==> src/logic/flash_host_pkg.sv <==
// Constants, types and step decoding shared by the flash host sequencer
package flash_host_pkg;
   localparam int ADDR_W   = 26;
   localparam int DATA_W   = 16;
   localparam int SECT_LSB = 16;
   localparam int PAGE_LSB = 5;
   localparam int CLK_NS   = 10;
   localparam int T_WP_NS  = 35;
   localparam int T_WPH_NS = 30;
   localparam int T_RD_NS  = 110;
   localparam logic [3:0] WP_CYC  = 4'((T_WP_NS + CLK_NS - 1) / CLK_NS);
   localparam logic [3:0] WPH_CYC = 4'((T_WPH_NS + CLK_NS - 1) / CLK_NS);
   localparam logic [3:0] RD_CYC  = 4'((T_RD_NS + CLK_NS - 1) / CLK_NS);
   localparam logic [11:0] A_U1  = 12'h555;
   localparam logic [11:0] A_U2  = 12'h2AA;
   localparam logic [11:0] A_CFI = 12'h055;
   localparam logic [11:0] A_ANY = 12'h000;
   localparam logic [7:0] D_U1   = 8'hAA;
   localparam logic [7:0] D_U2   = 8'h55;
   localparam logic [7:0] D_RST  = 8'hF0;
   localparam logic [7:0] D_AUTO = 8'h90;
   localparam logic [7:0] D_CFI  = 8'h98;
   localparam logic [7:0] D_PROG = 8'hA0;
   localparam logic [7:0] D_BUF  = 8'h25;
   localparam logic [7:0] D_CONF = 8'h29;
   localparam logic [7:0] D_BYP  = 8'h20;
   localparam logic [7:0] D_ERS  = 8'h80;
   localparam logic [7:0] D_CHIP = 8'h10;
   localparam logic [7:0] D_S30  = 8'h30;
   localparam logic [7:0] D_SUSP = 8'hB0;
   localparam logic [7:0] D_SECS = 8'h88;
   localparam logic [7:0] D_ZERO = 8'h00;

   typedef enum logic [4:0] {
      C_READ, C_RESET, C_AUTOSEL, C_CFI, C_PROG, C_BUF_START, C_BUF_WORD,
      C_BUF_CONFIRM, C_ABORT_RST, C_BYP_ENTER, C_BYP_PROG, C_BYP_SERASE,
      C_BYP_CERASE, C_BYP_EXIT, C_CERASE, C_SERASE, C_SUSPEND, C_RESUME,
      C_SEC_ENTRY, C_SEC_EXIT
   } cmd_t;
   typedef enum logic [1:0] {SRC_FIX, SRC_SECT, SRC_USER, SRC_CNT} src_t;
   typedef struct packed {
      src_t        src;
      logic [11:0] addr;
      logic [7:0]  data;
      logic        last;
   } step_t;

   function automatic logic unlocks(cmd_t op);
      return op inside {C_AUTOSEL, C_PROG, C_BUF_START, C_ABORT_RST, C_BYP_ENTER,
                        C_CERASE, C_SERASE, C_SEC_ENTRY, C_SEC_EXIT};
   endfunction

   // Bus cycle i of command op
   function automatic step_t step_of(cmd_t op, logic [2:0] i);
      step_t      s;
      logic [2:0] j;
      s = '{SRC_FIX, A_ANY, D_ZERO, 1'b1};
      j = i - 3'h2;
      if (unlocks(op) && i == 3'h0) s = '{SRC_FIX, A_U1, D_U1, 1'b0};
      else if (unlocks(op) && i == 3'h1) s = '{SRC_FIX, A_U2, D_U2, 1'b0};
      else begin
         case (op)
            C_READ, C_BUF_WORD: s.src = SRC_USER;
            C_RESET:       s.data = D_RST;
            C_CFI:         s = '{SRC_FIX, A_CFI, D_CFI, 1'b1};
            C_AUTOSEL:     s = '{SRC_FIX, A_U1, D_AUTO, 1'b1};
            C_PROG:        s = (j == 3'h0) ? step_t'{SRC_FIX, A_U1, D_PROG, 1'b0}
                                           : step_t'{SRC_USER, A_ANY, D_ZERO, 1'b1};
            C_BUF_START:   s = (j == 3'h0) ? step_t'{SRC_SECT, A_ANY, D_BUF, 1'b0}
                                           : step_t'{SRC_CNT, A_ANY, D_ZERO, 1'b1};
            C_BUF_CONFIRM: s = '{SRC_SECT, A_ANY, D_CONF, 1'b1};
            C_ABORT_RST:   s = '{SRC_FIX, A_U1, D_RST, 1'b1};
            C_BYP_ENTER:   s = '{SRC_FIX, A_U1, D_BYP, 1'b1};
            C_BYP_PROG:    s = (i == 3'h0) ? step_t'{SRC_FIX, A_ANY, D_PROG, 1'b0}
                                           : step_t'{SRC_USER, A_ANY, D_ZERO, 1'b1};
            C_BYP_SERASE:  s = (i == 3'h0) ? step_t'{SRC_FIX, A_ANY, D_ERS, 1'b0}
                                           : step_t'{SRC_SECT, A_ANY, D_S30, 1'b1};
            C_BYP_CERASE:  s = (i == 3'h0) ? step_t'{SRC_FIX, A_ANY, D_ERS, 1'b0}
                                           : step_t'{SRC_FIX, A_ANY, D_CHIP, 1'b1};
            C_BYP_EXIT:    s = (i == 3'h0) ? step_t'{SRC_FIX, A_ANY, D_AUTO, 1'b0}
                                           : step_t'{SRC_FIX, A_ANY, D_ZERO, 1'b1};
            C_CERASE, C_SERASE: begin
               case (j)
                  3'h0: s = '{SRC_FIX, A_U1, D_ERS, 1'b0};
                  3'h1: s = '{SRC_FIX, A_U1, D_U1, 1'b0};
                  3'h2: s = '{SRC_FIX, A_U2, D_U2, 1'b0};
                  default: s = (op == C_CERASE) ? step_t'{SRC_FIX, A_U1, D_CHIP, 1'b1}
                                                : step_t'{SRC_SECT, A_ANY, D_S30, 1'b1};
               endcase
            end
            C_SUSPEND:     s.data = D_SUSP;
            C_RESUME:      s.data = D_S30;
            C_SEC_ENTRY:   s = '{SRC_FIX, A_U1, D_SECS, 1'b1};
            C_SEC_EXIT:    s = (j == 3'h0) ? step_t'{SRC_FIX, A_U1, D_AUTO, 1'b0}
                                           : step_t'{SRC_FIX, A_ANY, D_ZERO, 1'b1};
            default: s.last = 1'b1;
         endcase
      end
      return s;
   endfunction
endpackage

==> src/logic/flash_bus_if.sv <==
// One flash bus cycle request between sequencer and pin engine
`timescale 1ns/1ps
interface flash_bus_if;
   logic        req;
   logic        wr;
   logic [25:0] addr;
   logic [15:0] data;
   logic        done;
   logic [15:0] rdata;
   modport master (output req, output wr, output addr, output data,
                   input done, input rdata);
   modport engine (input req, input wr, input addr, input data,
                   output done, output rdata);
endinterface

==> src/logic/flash_bus_engine.sv <==
// Pin engine: runs one timed write or read cycle on the flash pins
`timescale 1ns/1ps
module flash_bus_engine (
   input  wire logic        i_clk,
   input  wire logic        i_rst_n,
   flash_bus_if.engine      bus,
   input  wire logic [15:0] i_dq,
   output logic      [25:0] o_addr,
   output logic      [15:0] o_dq,
   output logic             o_dq_oe,
   output logic             o_ce_n,
   output logic             o_we_n,
   output logic             o_oe_n
);
   typedef enum logic [4:0] {
      E_IDLE = 5'h01, E_SETUP = 5'h02, E_STROBE = 5'h04, E_READ = 5'h08, E_RECOV = 5'h10
   } eng_t;
   eng_t        state_q;
   logic [3:0]  cnt_q;
   logic        done_q;
   logic [15:0] rdata_q;

   assign bus.done  = done_q;
   assign bus.rdata = rdata_q;

   always_ff @(posedge i_clk or negedge i_rst_n) begin
      if (!i_rst_n) begin
         state_q <= E_IDLE;
         cnt_q   <= 4'h0;
         done_q  <= 1'b0;
         rdata_q <= 16'h0000;
         o_addr  <= 26'h0;
         o_dq    <= 16'h0000;
         o_dq_oe <= 1'b0;
         o_ce_n  <= 1'b1;
         o_we_n  <= 1'b1;
         o_oe_n  <= 1'b1;
      end else begin
         done_q <= 1'b0;
         case (state_q)
            E_IDLE: begin
               if (bus.req) begin
                  o_addr <= bus.addr;
                  o_ce_n <= 1'b0;
                  if (bus.wr) begin
                     o_dq    <= bus.data;
                     o_dq_oe <= 1'b1;
                     state_q <= E_SETUP;
                  end else begin
                     o_oe_n  <= 1'b0;
                     cnt_q   <= flash_host_pkg::RD_CYC - 4'h1;
                     state_q <= E_READ;
                  end
               end
            end
            // Address and data settle before the strobe falls
            E_SETUP: begin
               o_we_n  <= 1'b0;
               cnt_q   <= flash_host_pkg::WP_CYC - 4'h1;
               state_q <= E_STROBE;
            end
            E_STROBE: begin
               if (cnt_q == 4'h0) begin
                  o_we_n  <= 1'b1;
                  o_ce_n  <= 1'b1;
                  cnt_q   <= flash_host_pkg::WPH_CYC - 4'h1;
                  state_q <= E_RECOV;
               end else begin
                  cnt_q <= cnt_q - 4'h1;
               end
            end
            E_READ: begin
               if (cnt_q == 4'h0) begin
                  rdata_q <= i_dq;
                  o_oe_n  <= 1'b1;
                  o_ce_n  <= 1'b1;
                  cnt_q   <= flash_host_pkg::WPH_CYC - 4'h1;
                  state_q <= E_RECOV;
               end else begin
                  cnt_q <= cnt_q - 4'h1;
               end
            end
            // Data stays driven past the rising strobe, then released
            E_RECOV: begin
               if (cnt_q == 4'h0) begin
                  o_dq_oe <= 1'b0;
                  done_q  <= 1'b1;
                  state_q <= E_IDLE;
               end else begin
                  cnt_q <= cnt_q - 4'h1;
               end
            end
            default: state_q <= E_IDLE;
         endcase
      end
   end
endmodule

==> src/logic/flash_host_sequencer.sv <==
// Host sequencer issuing NOR flash command sequences over the pins
`timescale 1ns/1ps
module flash_host_sequencer (
   input  wire logic                 I_CLK,
   input  wire logic                 I_RESET_N,
   input  wire logic                 I_CMD_VALID,
   input  wire flash_host_pkg::cmd_t I_CMD_OP,
   input  wire logic          [25:0] I_CMD_ADDR,
   input  wire logic          [15:0] I_CMD_DATA,
   input  wire logic           [4:0] I_CMD_COUNT,
   output logic                      O_CMD_READY,
   output logic                      O_CMD_ERR,
   output logic                      O_RD_VALID,
   output logic               [15:0] O_RD_DATA,
   output logic                      O_BYPASS,
   output logic               [25:0] O_ADDR,
   output logic               [15:0] O_DQ,
   output logic                      O_DQ_OE,
   input  wire logic          [15:0] I_DQ,
   output logic                      O_CE_N,
   output logic                      O_WE_N,
   output logic                      O_OE_N
);
   typedef enum logic [2:0] {S_IDLE = 3'h1, S_ISSUE = 3'h2, S_WAIT = 3'h4} seq_t;

   logic                  sync1_q;
   logic                  rst_n;
   seq_t                  state_q;
   flash_host_pkg::cmd_t  op_q;
   logic [25:0]           addr_q;
   logic [15:0]           data_q;
   logic [4:0]            cnt_q;
   logic [2:0]            idx_q;
   logic                  bypass_q;
   logic                  autosel_q;
   logic                  buf_on_q;
   logic                  buf_first_q;
   logic [5:0]            buf_left_q;
   logic [20:0]           buf_page_q;
   logic                  take;
   logic                  legal;
   logic                  finish;
   flash_host_pkg::step_t st;

   flash_bus_if bif ();

   flash_bus_engine u_engine (
      .i_clk   (I_CLK),
      .i_rst_n (rst_n),
      .bus     (bif.engine),
      .i_dq    (I_DQ),
      .o_addr  (O_ADDR),
      .o_dq    (O_DQ),
      .o_dq_oe (O_DQ_OE),
      .o_ce_n  (O_CE_N),
      .o_we_n  (O_WE_N),
      .o_oe_n  (O_OE_N)
   );

   always_ff @(posedge I_CLK or negedge I_RESET_N) begin
      if (!I_RESET_N) begin
         sync1_q <= 1'b0;
         rst_n   <= 1'b0;
      end else begin
         sync1_q <= 1'b1;
         rst_n   <= sync1_q;
      end
   end

   assign take   = O_CMD_READY && I_CMD_VALID;
   assign st     = flash_host_pkg::step_of(op_q, idx_q);
   assign finish = state_q == S_WAIT && bif.done && st.last;

   // Refuse commands the present mode cannot accept
   always_comb begin
      legal = 1'b1;
      case (I_CMD_OP)
         flash_host_pkg::C_CFI: legal = !bypass_q && !buf_on_q;
         flash_host_pkg::C_BYP_PROG, flash_host_pkg::C_BYP_SERASE,
         flash_host_pkg::C_BYP_CERASE, flash_host_pkg::C_BYP_EXIT:
            legal = bypass_q;
         flash_host_pkg::C_BUF_WORD:
            legal = buf_on_q && buf_left_q != 6'h00 &&
                    (buf_first_q || I_CMD_ADDR[25:5] == buf_page_q);
         flash_host_pkg::C_BUF_CONFIRM: legal = buf_on_q && buf_left_q == 6'h00;
         default: legal = 1'b1;
      endcase
   end

   // Build the cycle for the current step
   assign bif.req = state_q == S_ISSUE;
   assign bif.wr  = op_q != flash_host_pkg::C_READ;
   always_comb begin
      case (st.src)
         flash_host_pkg::SRC_USER: begin
            bif.addr = addr_q;
            bif.data = data_q;
         end
         flash_host_pkg::SRC_SECT: begin
            bif.addr = {addr_q[25:16], 16'h0000};
            bif.data = {8'h00, st.data};
         end
         flash_host_pkg::SRC_CNT: begin
            bif.addr = {addr_q[25:16], 16'h0000};
            bif.data = {11'h000, cnt_q};
         end
         default: begin
            bif.addr = {14'h0000, st.addr};
            bif.data = {8'h00, st.data};
         end
      endcase
   end

   always_ff @(posedge I_CLK or negedge rst_n) begin
      if (!rst_n) begin
         state_q     <= S_IDLE;
         O_CMD_READY <= 1'b1;
         op_q        <= flash_host_pkg::C_READ;
         addr_q      <= 26'h0;
         data_q      <= 16'h0000;
         cnt_q       <= 5'h00;
         idx_q       <= 3'h0;
      end else begin
         case (state_q)
            S_IDLE: begin
               if (take && legal) begin
                  op_q        <= I_CMD_OP;
                  addr_q      <= I_CMD_ADDR;
                  data_q      <= I_CMD_DATA;
                  cnt_q       <= I_CMD_COUNT;
                  idx_q       <= 3'h0;
                  O_CMD_READY <= 1'b0;
                  state_q     <= S_ISSUE;
               end
            end
            S_ISSUE: state_q <= S_WAIT;
            S_WAIT: begin
               if (finish) begin
                  O_CMD_READY <= 1'b1;
                  state_q     <= S_IDLE;
               end else if (bif.done) begin
                  idx_q   <= idx_q + 3'h1;
                  state_q <= S_ISSUE;
               end
            end
            default: state_q <= S_IDLE;
         endcase
      end
   end

   always_ff @(posedge I_CLK or negedge rst_n) begin
      if (!rst_n) begin
         O_CMD_ERR  <= 1'b0;
         O_RD_VALID <= 1'b0;
         O_RD_DATA  <= 16'h0000;
      end else begin
         O_CMD_ERR  <= take && !legal;
         O_RD_VALID <= finish && op_q == flash_host_pkg::C_READ;
         if (finish && op_q == flash_host_pkg::C_READ) begin
            O_RD_DATA <= bif.rdata;
         end
      end
   end

   // Track device mode from completed sequences
   always_ff @(posedge I_CLK or negedge rst_n) begin
      if (!rst_n) begin
         bypass_q    <= 1'b0;
         autosel_q   <= 1'b0;
         buf_on_q    <= 1'b0;
         buf_first_q <= 1'b0;
         buf_left_q  <= 6'h00;
         buf_page_q  <= 21'h0;
      end else if (finish) begin
         case (op_q)
            flash_host_pkg::C_RESET: begin
               autosel_q <= 1'b0;
               buf_on_q  <= 1'b0;
            end
            flash_host_pkg::C_AUTOSEL: autosel_q <= 1'b1;
            flash_host_pkg::C_BYP_ENTER: bypass_q <= 1'b1;
            flash_host_pkg::C_BYP_EXIT: bypass_q <= 1'b0;
            flash_host_pkg::C_SEC_EXIT: autosel_q <= 1'b0;
            flash_host_pkg::C_ABORT_RST, flash_host_pkg::C_BUF_CONFIRM:
               buf_on_q <= 1'b0;
            flash_host_pkg::C_BUF_START: begin
               buf_on_q    <= 1'b1;
               buf_first_q <= 1'b1;
               buf_left_q  <= {1'b0, cnt_q} + 6'h01;
            end
            flash_host_pkg::C_BUF_WORD: begin
               buf_first_q <= 1'b0;
               buf_page_q  <= addr_q[25:5];
               buf_left_q  <= buf_left_q - 6'h01;
            end
            default: buf_first_q <= buf_first_q;
         endcase
      end
   end

   assign O_BYPASS = bypass_q;
endmodule

==> config.mk <==
export PLATFORM = sky130hd
export DESIGN_NAME = flash_host_sequencer
export DESIGN_NICKNAME = d
export VERILOG_FILES = /design/src/logic/flash_host_pkg.sv /design/src/logic/flash_bus_if.sv /design/src/logic/flash_bus_engine.sv /design/src/logic/flash_host_sequencer.sv
export SDC_FILE = /design/constraint.sdc
export NUM_CORES = 1
export LEC_CHECK = 0
export ABC_AREA = 1
export CELL_PAD_IN_SITES_DETAIL_PLACEMENT = 0
export CELL_PAD_IN_SITES_GLOBAL_PLACEMENT = 1
export CORE_UTILIZATION = 34
export DETAILED_ROUTE_END_ITERATION = 10
export DONT_BUFFER_PORTS = 1
export PLACE_DENSITY = 0.58
export SYNTH_ARGS = -nofsm -noshare
export SYNTH_HDL_FRONTEND = slang
export SYNTH_SLANG_ARGS = --single-unit
export TNS_END_PERCENT = 1
==> constraint.sdc <==
create_clock -name I_CLK -period 7.6 [get_ports I_CLK]
set_input_delay 0.76 -clock I_CLK [delete_from_list [all_inputs] [get_ports I_CLK]]
set_output_delay 0.76 -clock I_CLK [all_outputs]
set_load 0.02 [all_outputs]
==> results.yml, run 1 <==
outcome:
  status: "finished clean"
drt:
  drt_iter0_drc: 463
  viasPerCell: 4.68
  ant_nets: 0
  drc_errors: 0
  dr.pass1.iters: 4
  avgRoutedWirePerCell_um: 16.3
  wirelength_um: 22300
  num_vias: 6417
final_layout:
  post-route-util: 0.386
  area_growth_pct: 9.88
  fin_cells: 1370
  n_antenna_cell: 0
  layout.nets: 1113
  drive_gt1_frac: 0.0937
  final_cell_area_sq_um: 9490
pwr:
  p_clk_frac: 0.253
  p_per_area_nw_per_um2: 353
  total_power_mw: 3.35
  p_leak_nw: 4.73
  seqPwrFrac: 0.464
  vdd_ir_drop_max_uv: 154
  combPwrFrac: 0.283
  p_sw_mw: 1.41
  power.internal_mw: 1.94
  netSwitchingFraction: 0.421
yosys:
  synth.area.top_cells: "dfrtp_1 (51%), nand2_1 (15%), o21ai_0 (5.9%)"
  netlist.area_leader.share: 0.507
  yosysWarnings: 0
  synthCells: 1040
  yosys_register_bits: 181
  syn_area_per_cell_sq_um: 8.30
  yosys.area.top_type: "dfrtp_1"
  yosysSeqAreaShare: 0.525
  synth_nets: 1120
  synth.distinct_cells: 49
  synth_area_sq_um: 8640
timing:
  fmax_mhz: 316
  drv_slew: 0
  slew_headroom: 0.344
  fin_skew_ns: 0.0140
  whs_ns: 0.355
  rsz0062_at_grt: "false"
  fin_setup_tns_ns: 0
  setup_slack_ns: 4.43
  fin_crit_ns: 3.17
  fin_crit_sh: 0.417
  setup_viol: 0
  tightestPinTransition_ns: 0.981
  finalHoldViolCount: 0
worst_setup_path:
  critPathBufInv: 0
  crit_arrival_ns: 3.46
  critPathMaxFanout: 43
  critical_path.slowest_cell: "nor2_4"
  r2r-start: "op_q[0]"
  path_delay_family: "simple AND/OR/NAND/NOR gates"
  start_kind: "register"
  cp.required_ns: 7.90
  critPathLaunch: "op_q[0]"
  worstSetupPathType: "reg2reg"
  crit_path_cell_trace: "nor2_1 > nand3_2 > o21ai_0 > nor2_2 > nand2_4 > o21ai_1 > nand3_4 > nor2_4 > nor2_2 > nand2_1 > o21ai_1"
  r2r_cells: 11
  max_stage_delay_ns: 0.82
  worstReg2RegEnd: "buf_left_q[1]"
  end_kind: "register"
  r2r_slack_ns: 4.43
floorplan:
  core_sq_um: 24600
  rows: 57
  initial_core_util: 0.351
  die_h_um: 161
  chipWidth_um: 161
  pin_count: 137
  design.die.area_sq_um: 26000
clocking:
  cts_num_sinks: 181
  htreeDepth: 4
  clk_path_buf_depth: 2
  post-cts-setup-buffer-count: 0
  cts_resized: 0
  root_buffer: "clkbuf_16"
  clk_latency_ns: 0.43
  cts_buffers: 17
  clk_pin_slew_worst_paths_ns: 0.07
  cts_tree: "built"
hold_path:
  whs_endpoint: "rst_n"
  hp-start: "sync1_q"
  hold_path_class: "reg2reg"
  whs_path_depth: 0
place:
  dpl.hpwl_um: 15800
  globalplace.congestion: 0.870
  dp_cells: 1337
  pre_cts_ws_ns: 4.42
  io_buffers: 0
  placed_area_sq_um: 8930
global_route:
  antenna_found_initial: 1
  grt_overflow: 0
  grt_pass1_wl_um: 35900
  grtUsageTotal: 0.179
  grt_pass1_vias: 6487
  grt_max_degree: 69
run:
  maxCapViolCount: 0
==> how the worst max path moves through the flow <==
stage                          to  cells past startpoint
finish              buf_left_q[1]                     11
global placement    buf_left_q[0]                     11
global route        buf_left_q[0]                     11
floorplan                O_BYPASS                      0
CTS                 buf_left_q[4]                     11
detailed placement  buf_left_q[3]                     11
==> logic make-up (layout without fill, tap and decap cells) <==
group	count (synthesis)	after routing	synth area share
compound gates	162	162	0.107
flops	181	181	0.525
simple gates	507	507	0.251
fa+ha+maj	9	9	0.0130
xor+xnor	10	10	0.0101
buf+inv	154	160	0.0729
mux	16	16	0.0209
other cells	1	1	0.000434
==> power groups by stage <==
| stage | registers, mW | clock network [mW] | logic [mW] |
|---|---|---|---|
| 3_3_place_gp | 1.57 | 0 | 0.968 |
| 2_1_floorplan | 1.49 | 0 | 0.760 |
| 4_1_cts | 1.56 | 0.872 | 0.961 |
| 3_5_place_dp | 1.57 | 0 | 0.957 |
| 5_1_grt | 1.59 | 0.909 | 1.08 |
| 6_report | 1.56 | 0.847 | 0.947 |
==> worst register-to-register path, stage by stage, from the launching register on <==
cell	delay, ns
dfrtp_1	0.63
nor2_1	0.17
nand3_2	0.13
o21ai_0	0.10
nor2_2	0.16
nand2_4	0.10
o21ai_1	0.15
nand3_4	0.35
nor2_4	0.83
nor2_2	0.24
nand2_1	0.12
o21ai_1	0.06
==> routing by layer <==
metal,wire (um),track usage,part of all wire
met1,10100,0.235,0.45
met3,1640,0.0547,0.074
met2,10100,0.281,0.45
met4,431,0.0605,0.019
met5,17,0,0.00076
==> Yosys cell counts, drive strengths merged <==
cell and count:
a21oi 31, a31oi 1, nand3 44, o31ai 11
dfstp 6, o21ai 112, ha 9, conb 1
buf 18, xnor2 4, or2 1, and2 1
o211ai 3, nand4 8, nand3b 1, inv 120
a211oi 1, nor2 84, nand2 352, clkinv 1
o41ai 1, a22oi 2, xor2 6, or4 1
mux2 16, dfrtp 175, clkbuf 15, nor4 5
nor3 10
==> placed cells by master, fill, tap and decap left out, types with 3 or more instances in the layout <==
master	instances
nand4_1	8
nand2_2	3
xor2_1	6
nor3_1	8
buf_4	6
a21oi_1	29
nor4_1	4
inv_4	3
clkinv_4	3
o31ai_1	4
o31ai_2	6
o21ai_1	10
xnor2_1	4
nor2_1	75
clkinvlp_4	3
ha_1	9
inv_6	3
dfstp_2	6
inv_1	115
clkbuf_16	17
nand2_1	344
nor2_4	5
nand2_4	4
nand3_1	41
dfrtp_1	174
nor2_2	4
mux2_2	16
o21ai_0	102
==> area by class of cell <==
class                      instances  area (sq um)
clock buffer                      19           433
clock inverter                    13           119
fill                            2541         15100
inverter                         121           462
multi-input combinational        705          3470
sequential                       181          4540
tap                              324           405
timing repair buffer               7          55.1
==> registers in the layout (all words and copies together) (netlist names), 6 cells and up <==
| signal | cells |
|---|---|
| addr_q | 26 |
| O_RD_DATA | 16 |
| buf_left_q | 6 |
| u_engine.bus.rdata | 16 |
| u_engine.o_addr | 26 |
| buf_page_q | 21 |
| u_engine.o_dq | 16 |
| data_q | 16 |
==> repair_timing <==
action / in CTS / in global routing
endpoints found under the hold margin: 2 / 0
hold buffers: 1 / 0
endpoints found under the setup margin: 0 / 0
(Power assumes the default switching activity.)
==> run 2: changes to the inputs <==
- ABC_AREA: 1 -> 0
- PLACE_DENSITY: 0.58 -> 0.55
- clock period: 7.6 -> 3.01 ns (I/O delays scaled with it)
==> results.yml, run 2 <==
outcome:
  status: "finished clean"
pwr:
  p_leak_nw: 4.61
  vdd_ir_drop_max_uv: 360
  total_power_mw: 8.01
  p_per_area_nw_per_um2: 777
clocking:
  clk_latency_ns: 0.44
  cts_num_sinks: 181
  cts_buffers: 17
  clk_path_buf_depth: 2
  cts_tree: "built"
  clk_pin_slew_worst_paths_ns: 0.08
  htreeDepth: 4
  root_buffer: "clkbuf_16"
final_layout:
  drive_gt1_frac: 0.135
  layout_common_cells: "dfrtp_1 (174), mux2_1 (74), nand2_1 (64)"
  top_regs: "addr_q: 26 flops, u_engine.o_addr: 26 flops, buf_page_q: 21 flops"
  layout.nets: 912
  n_antenna_cell: 0
  area_growth_pct: 20.0
  layout_commonest_cell: "dfrtp_1"
  final_cell_area_sq_um: 10300
place:
  io_buffers: 0
  placed_area_sq_um: 9100
  dpl.hpwl_um: 16300
  globalplace.congestion: 0.896
drt:
  wirelength_um: 23700
  avgRoutedWirePerCell_um: 20.2
  ant_nets: 0
  viasPerCell: 5.35
  drt_iter0_drc: 371
  drc_errors: 0
  dr.pass1.iters: 5
  num_vias: 6257
worst_setup_path:
  critPathBufInv: 1
  critPathMaxFanout: 46
  start_kind: "register"
  critical_path.slowest_cell: "or4_1"
  cp.required_ns: 3.33
  path_delay_family: "simple AND/OR/NAND/NOR gates"
  crit_path_cell_trace: "xor2_1 > nor4_1 > nand3_1 > or4_1 > a21oi_4 > buf_12 > mux2_1"
  r2r_slack_ns: 0.24
  worstSetupPathType: "reg2reg"
  critPathLaunch: "buf_page_q[3]"
  end_kind: "register"
  r2r-start: "buf_page_q[3]"
  max_stage_delay_ns: 0.64
  crit_arrival_ns: 3.08
hold_path:
  hp-start: "I_CMD_DATA[9]"
  hold_path_class: "in2reg"
yosys:
  syn_area_per_cell_sq_um: 11.2
  yosysSeqAreaShare: 0.527
  synth_nets: 847
  synth.distinct_cells: 73
  yosys_register_bits: 181
  synthCells: 767
  async_flop_share: 1.00
  yosysWarnings: 0
  synth_edf_count: 0
  synth_commonest_cells: "dfrtp_1 (175), mux2_1 (74), nand2_1 (64)"
  netlist.area_leader.share: 0.509
  synth.area.top_cells: "dfrtp_1 (51%), mux2_1 (9.7%), mux2_2 (4.5%)"
  synth_area_sq_um: 8600
  yosys.area.top_type: "dfrtp_1"
  ys.flop_type: "dfrtp_1"
  synth_most_common_cell: "dfrtp_1"
floorplan:
  rows: 57
  initial_core_util: 0.351
  pin_count: 137
  core_sq_um: 24500
  die_h_um: 161
  design.die.area_sq_um: 25900
  chipWidth_um: 161
timing:
  fin_crit_sh: 0.919
  drv_slew: 0
  fin_crit_ns: 2.77
  tightestPinTransition_ns: 1.02
  whs_ns: 0.0176
  setup_viol: 0
  fin_setup_tns_ns: 0
  rsz0062_at_grt: "false"
  fmax_mhz: 362
  finalHoldViolCount: 0
  fin_skew_ns: 0.0195
  slew_headroom: 0.323
global_route:
  grt_overflow: 0
  antenna_found_initial: 0
  grt_max_degree: 180
  grt_pass1_vias: 6562
  grt_pass1_wl_um: 37900
  grtUsageTotal: 0.189
run:
  maxCapViolCount: 0
run 2: cell types whose count changed after synthesis, sizes merged, moves of 14 or more:
| cell | before | now |
|---|---|---|
| nand2 | 352 | 65 |
| nand3 | 44 | 24 |
| inv | 120 | 13 |
| o21ai | 112 | 35 |
| nor2 | 84 | 47 |
| a22o | 0 | 14 |
| mux2 | 16 | 108 |
run 2: worst paths after layout:
kind                                 to  cells past startpoint
min in group asynchronous         rst_n                      1
min reg2reg                       rst_n                      0
max reg2reg                   data_q[5]                      7
min                           data_q[9]                      1
max in group asynchronous  O_RD_DATA[7]                      1
max                           data_q[5]                      7
run 2: routing by layer:
metal / vias to the layer above / share of wire / global-route usage
li1: 2891 / - / -
met1: 3169 / 0.44 / 0.248
met2: 173 / 0.49 / 0.308
met3: 24 / 0.056 / 0.0460
met4: 0 / 0.015 / 0.0540
met5: - / 0 / 0.00758
run 2: power by group:
| group | internal, mW | switching, mW | total, mW |
|---|---|---|---|
| clock | 1.15 | 1.17 | 2.32 |
| combinational | 0.982 | 1.25 | 2.24 |
| sequential | 2.91 | 0.545 | 3.46 |
run 2: timing repair:
action,CTS,global route
endpoints found under the hold margin,56,5
resized for setup,0,0
hold buffers,55,5
buffers inserted,0,0
run 2: kinds of logic (layout without fill, tap and decap cells):
family	count (synthesis)	in the layout	synth area share
simple gates	228	228	0.134
flops	181	181	0.527
other cells	1	1	0.000436
xor+xnor	29	29	0.0304
fa+ha+maj	9	9	0.0131
mux	110	110	0.144
compound gates	151	151	0.119
buf+inv	58	136	0.0314
run 2: final cells by class:
type / instances / area, sq um
multi-input cells: 528 / 3810
well taps: 324 / 405
fillers: 2389 / 14200
clock inverters: 15 / 198
clock buffers: 17 / 425
flip-flops and latches: 181 / 4540
inverters: 13 / 48.8
repair buffers: 91 / 896
run 2: metrics by stage:
step | setup slack [ns] | std cells | util
final | 0.245 | 1169 | 0.421
after floorplan | 0.0275 | 767 | -
after global placement | 0.293 | 1077 | 0.371
after CTS | 0.224 | 1164 | 0.419
after global routing | 0.0820 | 1169 | 0.421
after detailed placement | 0.247 | 1077 | 0.371
run 2: worst reg2reg max path, stage by stage, from the launching register on:
cell     delay [ns]
dfrtp_1        0.39
xor2_1         0.16
nor4_1         0.37
nand3_1        0.18
or4_1          0.64
a21oi_4        0.22
buf_12         0.28
mux2_1         0.41
==> run 3: changes to the inputs <==
--- a/constraint.sdc
+++ b/constraint.sdc
@@ -3,2 +3,2 @@
 set_output_delay 0.301 -clock I_CLK [all_outputs]
-set_load 0.02 [all_outputs]
+set_load 0.05 [all_outputs]
==> results.yml, run 3 (synthesis gave the netlist of run 2 again) <==
floorplan:
  initial_core_util: 0.351
  die_h_um: 161
  chipWidth_um: 161
  core_sq_um: 24500
  pin_count: 137
  rows: 57
  design.die.area_sq_um: 25900
final_layout:
  layout_commonest_cell: "dfrtp_1"
  drive_gt1_frac: 0.140
  final.fill_count: 2349
  layout_common_cells: "dfrtp_1 (174), mux2_1 (74), nand2_1 (64), dlygate4sd3_1 (64), nor2_1 (47)"
  final_cell_area_sq_um: 10400
  area_growth_pct: 21.2
  layout.nets: 922
  n_antenna_cell: 0
  top_regs: "addr_q: 26 flops, u_engine.o_addr: 26 flops, buf_page_q: 21 flops"
worst_setup_path:
  worstSetupPathType: "reg2reg"
  critical_path.slowest_cell: "dfrtp_1"
  max_stage_delay_ns: 0.48
  critPathBufInv: 1
  cp.required_ns: 3.32
  path_delay_family: "simple AND/OR/NAND/NOR gates"
  crit_arrival_ns: 3.05
  critPathMaxFanout: 17
  crit_path_cell_trace: "inv_1 > ha_1 > nor3_1 > o2111ai_1 > o211ai_1 > and3_1 > nand2_2 > mux2_1"
  end_kind: "register"
  start_kind: "register"
place:
  placed_area_sq_um: 9140
  dpl.hpwl_um: 16700
  globalplace.congestion: 0.881
  io_buffers: 0
timing:
  fin_crit_ns: 2.74
  tightestPinTransition_ns: 0.905
  fin_skew_ns: 0.0204
  finalHoldViolCount: 0
  fmax_mhz: 366
  rsz0062_at_grt: "false"
  slew_headroom: 0.394
  drv_slew: 0
  fin_crit_sh: 0.909
  setup_viol: 0
  fin_setup_tns_ns: 0
pwr:
  p_leak_nw: 4.66
  netSwitchingFraction: 0.387
  power.internal_mw: 5.07
  p_sw_mw: 3.20
  vdd_ir_drop_max_uv: 340
  seqPwrFrac: 0.440
  p_clk_frac: 0.287
  combPwrFrac: 0.273
  total_power_mw: 8.27
  p_per_area_nw_per_um2: 793
hold_path:
  hold_path_class: "in2reg"
clocking:
  cts_buffers: 17
  htreeDepth: 4
  holdBufCountCts: 64
  clk_path_buf_depth: 2
  clk_latency_ns: 0.44
  post-cts-setup-buffer-count: 0
  clk_pin_slew_worst_paths_ns: 0.08
  cts_tree: "built"
  cts_resized: 0
  root_buffer: "clkbuf_16"
  cts_num_sinks: 181
drt:
  ant_nets: 0
  num_vias: 6277
  drc_errors: 0
  dr.pass1.iters: 4
  viasPerCell: 5.32
  drt_iter0_drc: 351
  avgRoutedWirePerCell_um: 20.2
  wirelength_um: 23800
global_route:
  grt_max_degree: 101
  grt_pass1_vias: 6649
  grt_overflow: 0
  antenna_found_initial: 0
  grtUsageTotal: 0.191
  grt_pass1_wl_um: 38100
outcome:
  status: "finished clean"
run:
  maxCapViolCount: 0
-- run 3: cell count changes in the layout (fill, tap and decap cells not counted) --
cell	before	now
buf_4	26	32
clkinv_8	5	7
clkinvlp_4	1	0
dlygate4sd3_1	60	64
inv_12	3	4
inv_8	3	1
-- run 3: power groups by stage --
stage / logic (mW) / registers [mW] / clock network (mW)
after global routing: 2.48 / 3.72 / 2.53
final: 2.26 / 3.64 / 2.37
after floorplan: 1.55 / 3.48 / 0
after global placement: 2.19 / 3.68 / 0
after CTS: 2.26 / 3.65 / 2.45
after detailed placement: 2.18 / 3.69 / 0
-- run 3: per-stage QoR --
step,worst slack [ns],cells,utilization,hold slack (ns)
final,0.275,1179,0.425,0.0179
after global routing,0.0548,1179,0.425,0.00206
after CTS,0.232,1179,0.425,0.00336
after detailed placement,0.256,1083,0.373,0.00545
after global placement,0.291,1083,0.373,0.00546
after floorplan,0.0275,767,-,0.00541
-- run 3: routing by layer --
layer | wire (um) | share of wire | global-route usage
met1 | 10400 | 0.44 | 0.250
met5 | 0 | 0 | 0
met2 | 11700 | 0.49 | 0.315
met3 | 1240 | 0.052 | 0.0416
met4 | 386 | 0.016 | 0.0549
-- run 3: path summary, 6_finish.rpt --
kind                       startpoint                    end  slack [ns]  cells after the start
setup / recovery             idx_q[1]          O_RD_DATA[10]        0.27                      8
hold / removal                I_DQ[4]  u_engine.bus.rdata[4]        0.02                      1
setup reg to reg             idx_q[1]          O_RD_DATA[10]        0.27                      8
hold reg to reg                 rst_n     u_engine.o_addr[7]        0.13                      0
max in group asynchronous       rst_n        u_engine.o_ce_n        2.09                      1
min in group asynchronous   I_RESET_N                sync1_q        0.08                      1
-- run 3: final cells by class --
cell class,instances,area [sq um],share of cell area
Clock buffer,17,425,0.0408
Clock inverter,15,216,0.0208
Inverter,13,48.8,0.00468
Multi-Input combinational cell,528,3810,0.365
Sequential cell,181,4540,0.436
Tap cell,324,405,0.0389
Timing Repair Buffer,101,981,0.0941
-- run 3: worst register-to-register path, delay by kind of cell (launching register included) --
| family | cells | cell delay (ns) |
|---|---|---|
| fa+ha+maj | 1 | 0.21 |
| buf+inv | 1 | 0.10 |
| compound gates | 2 | 0.41 |
| simple gates | 3 | 0.97 |
| mux | 1 | 0.43 |
| flops | 1 | 0.48 |
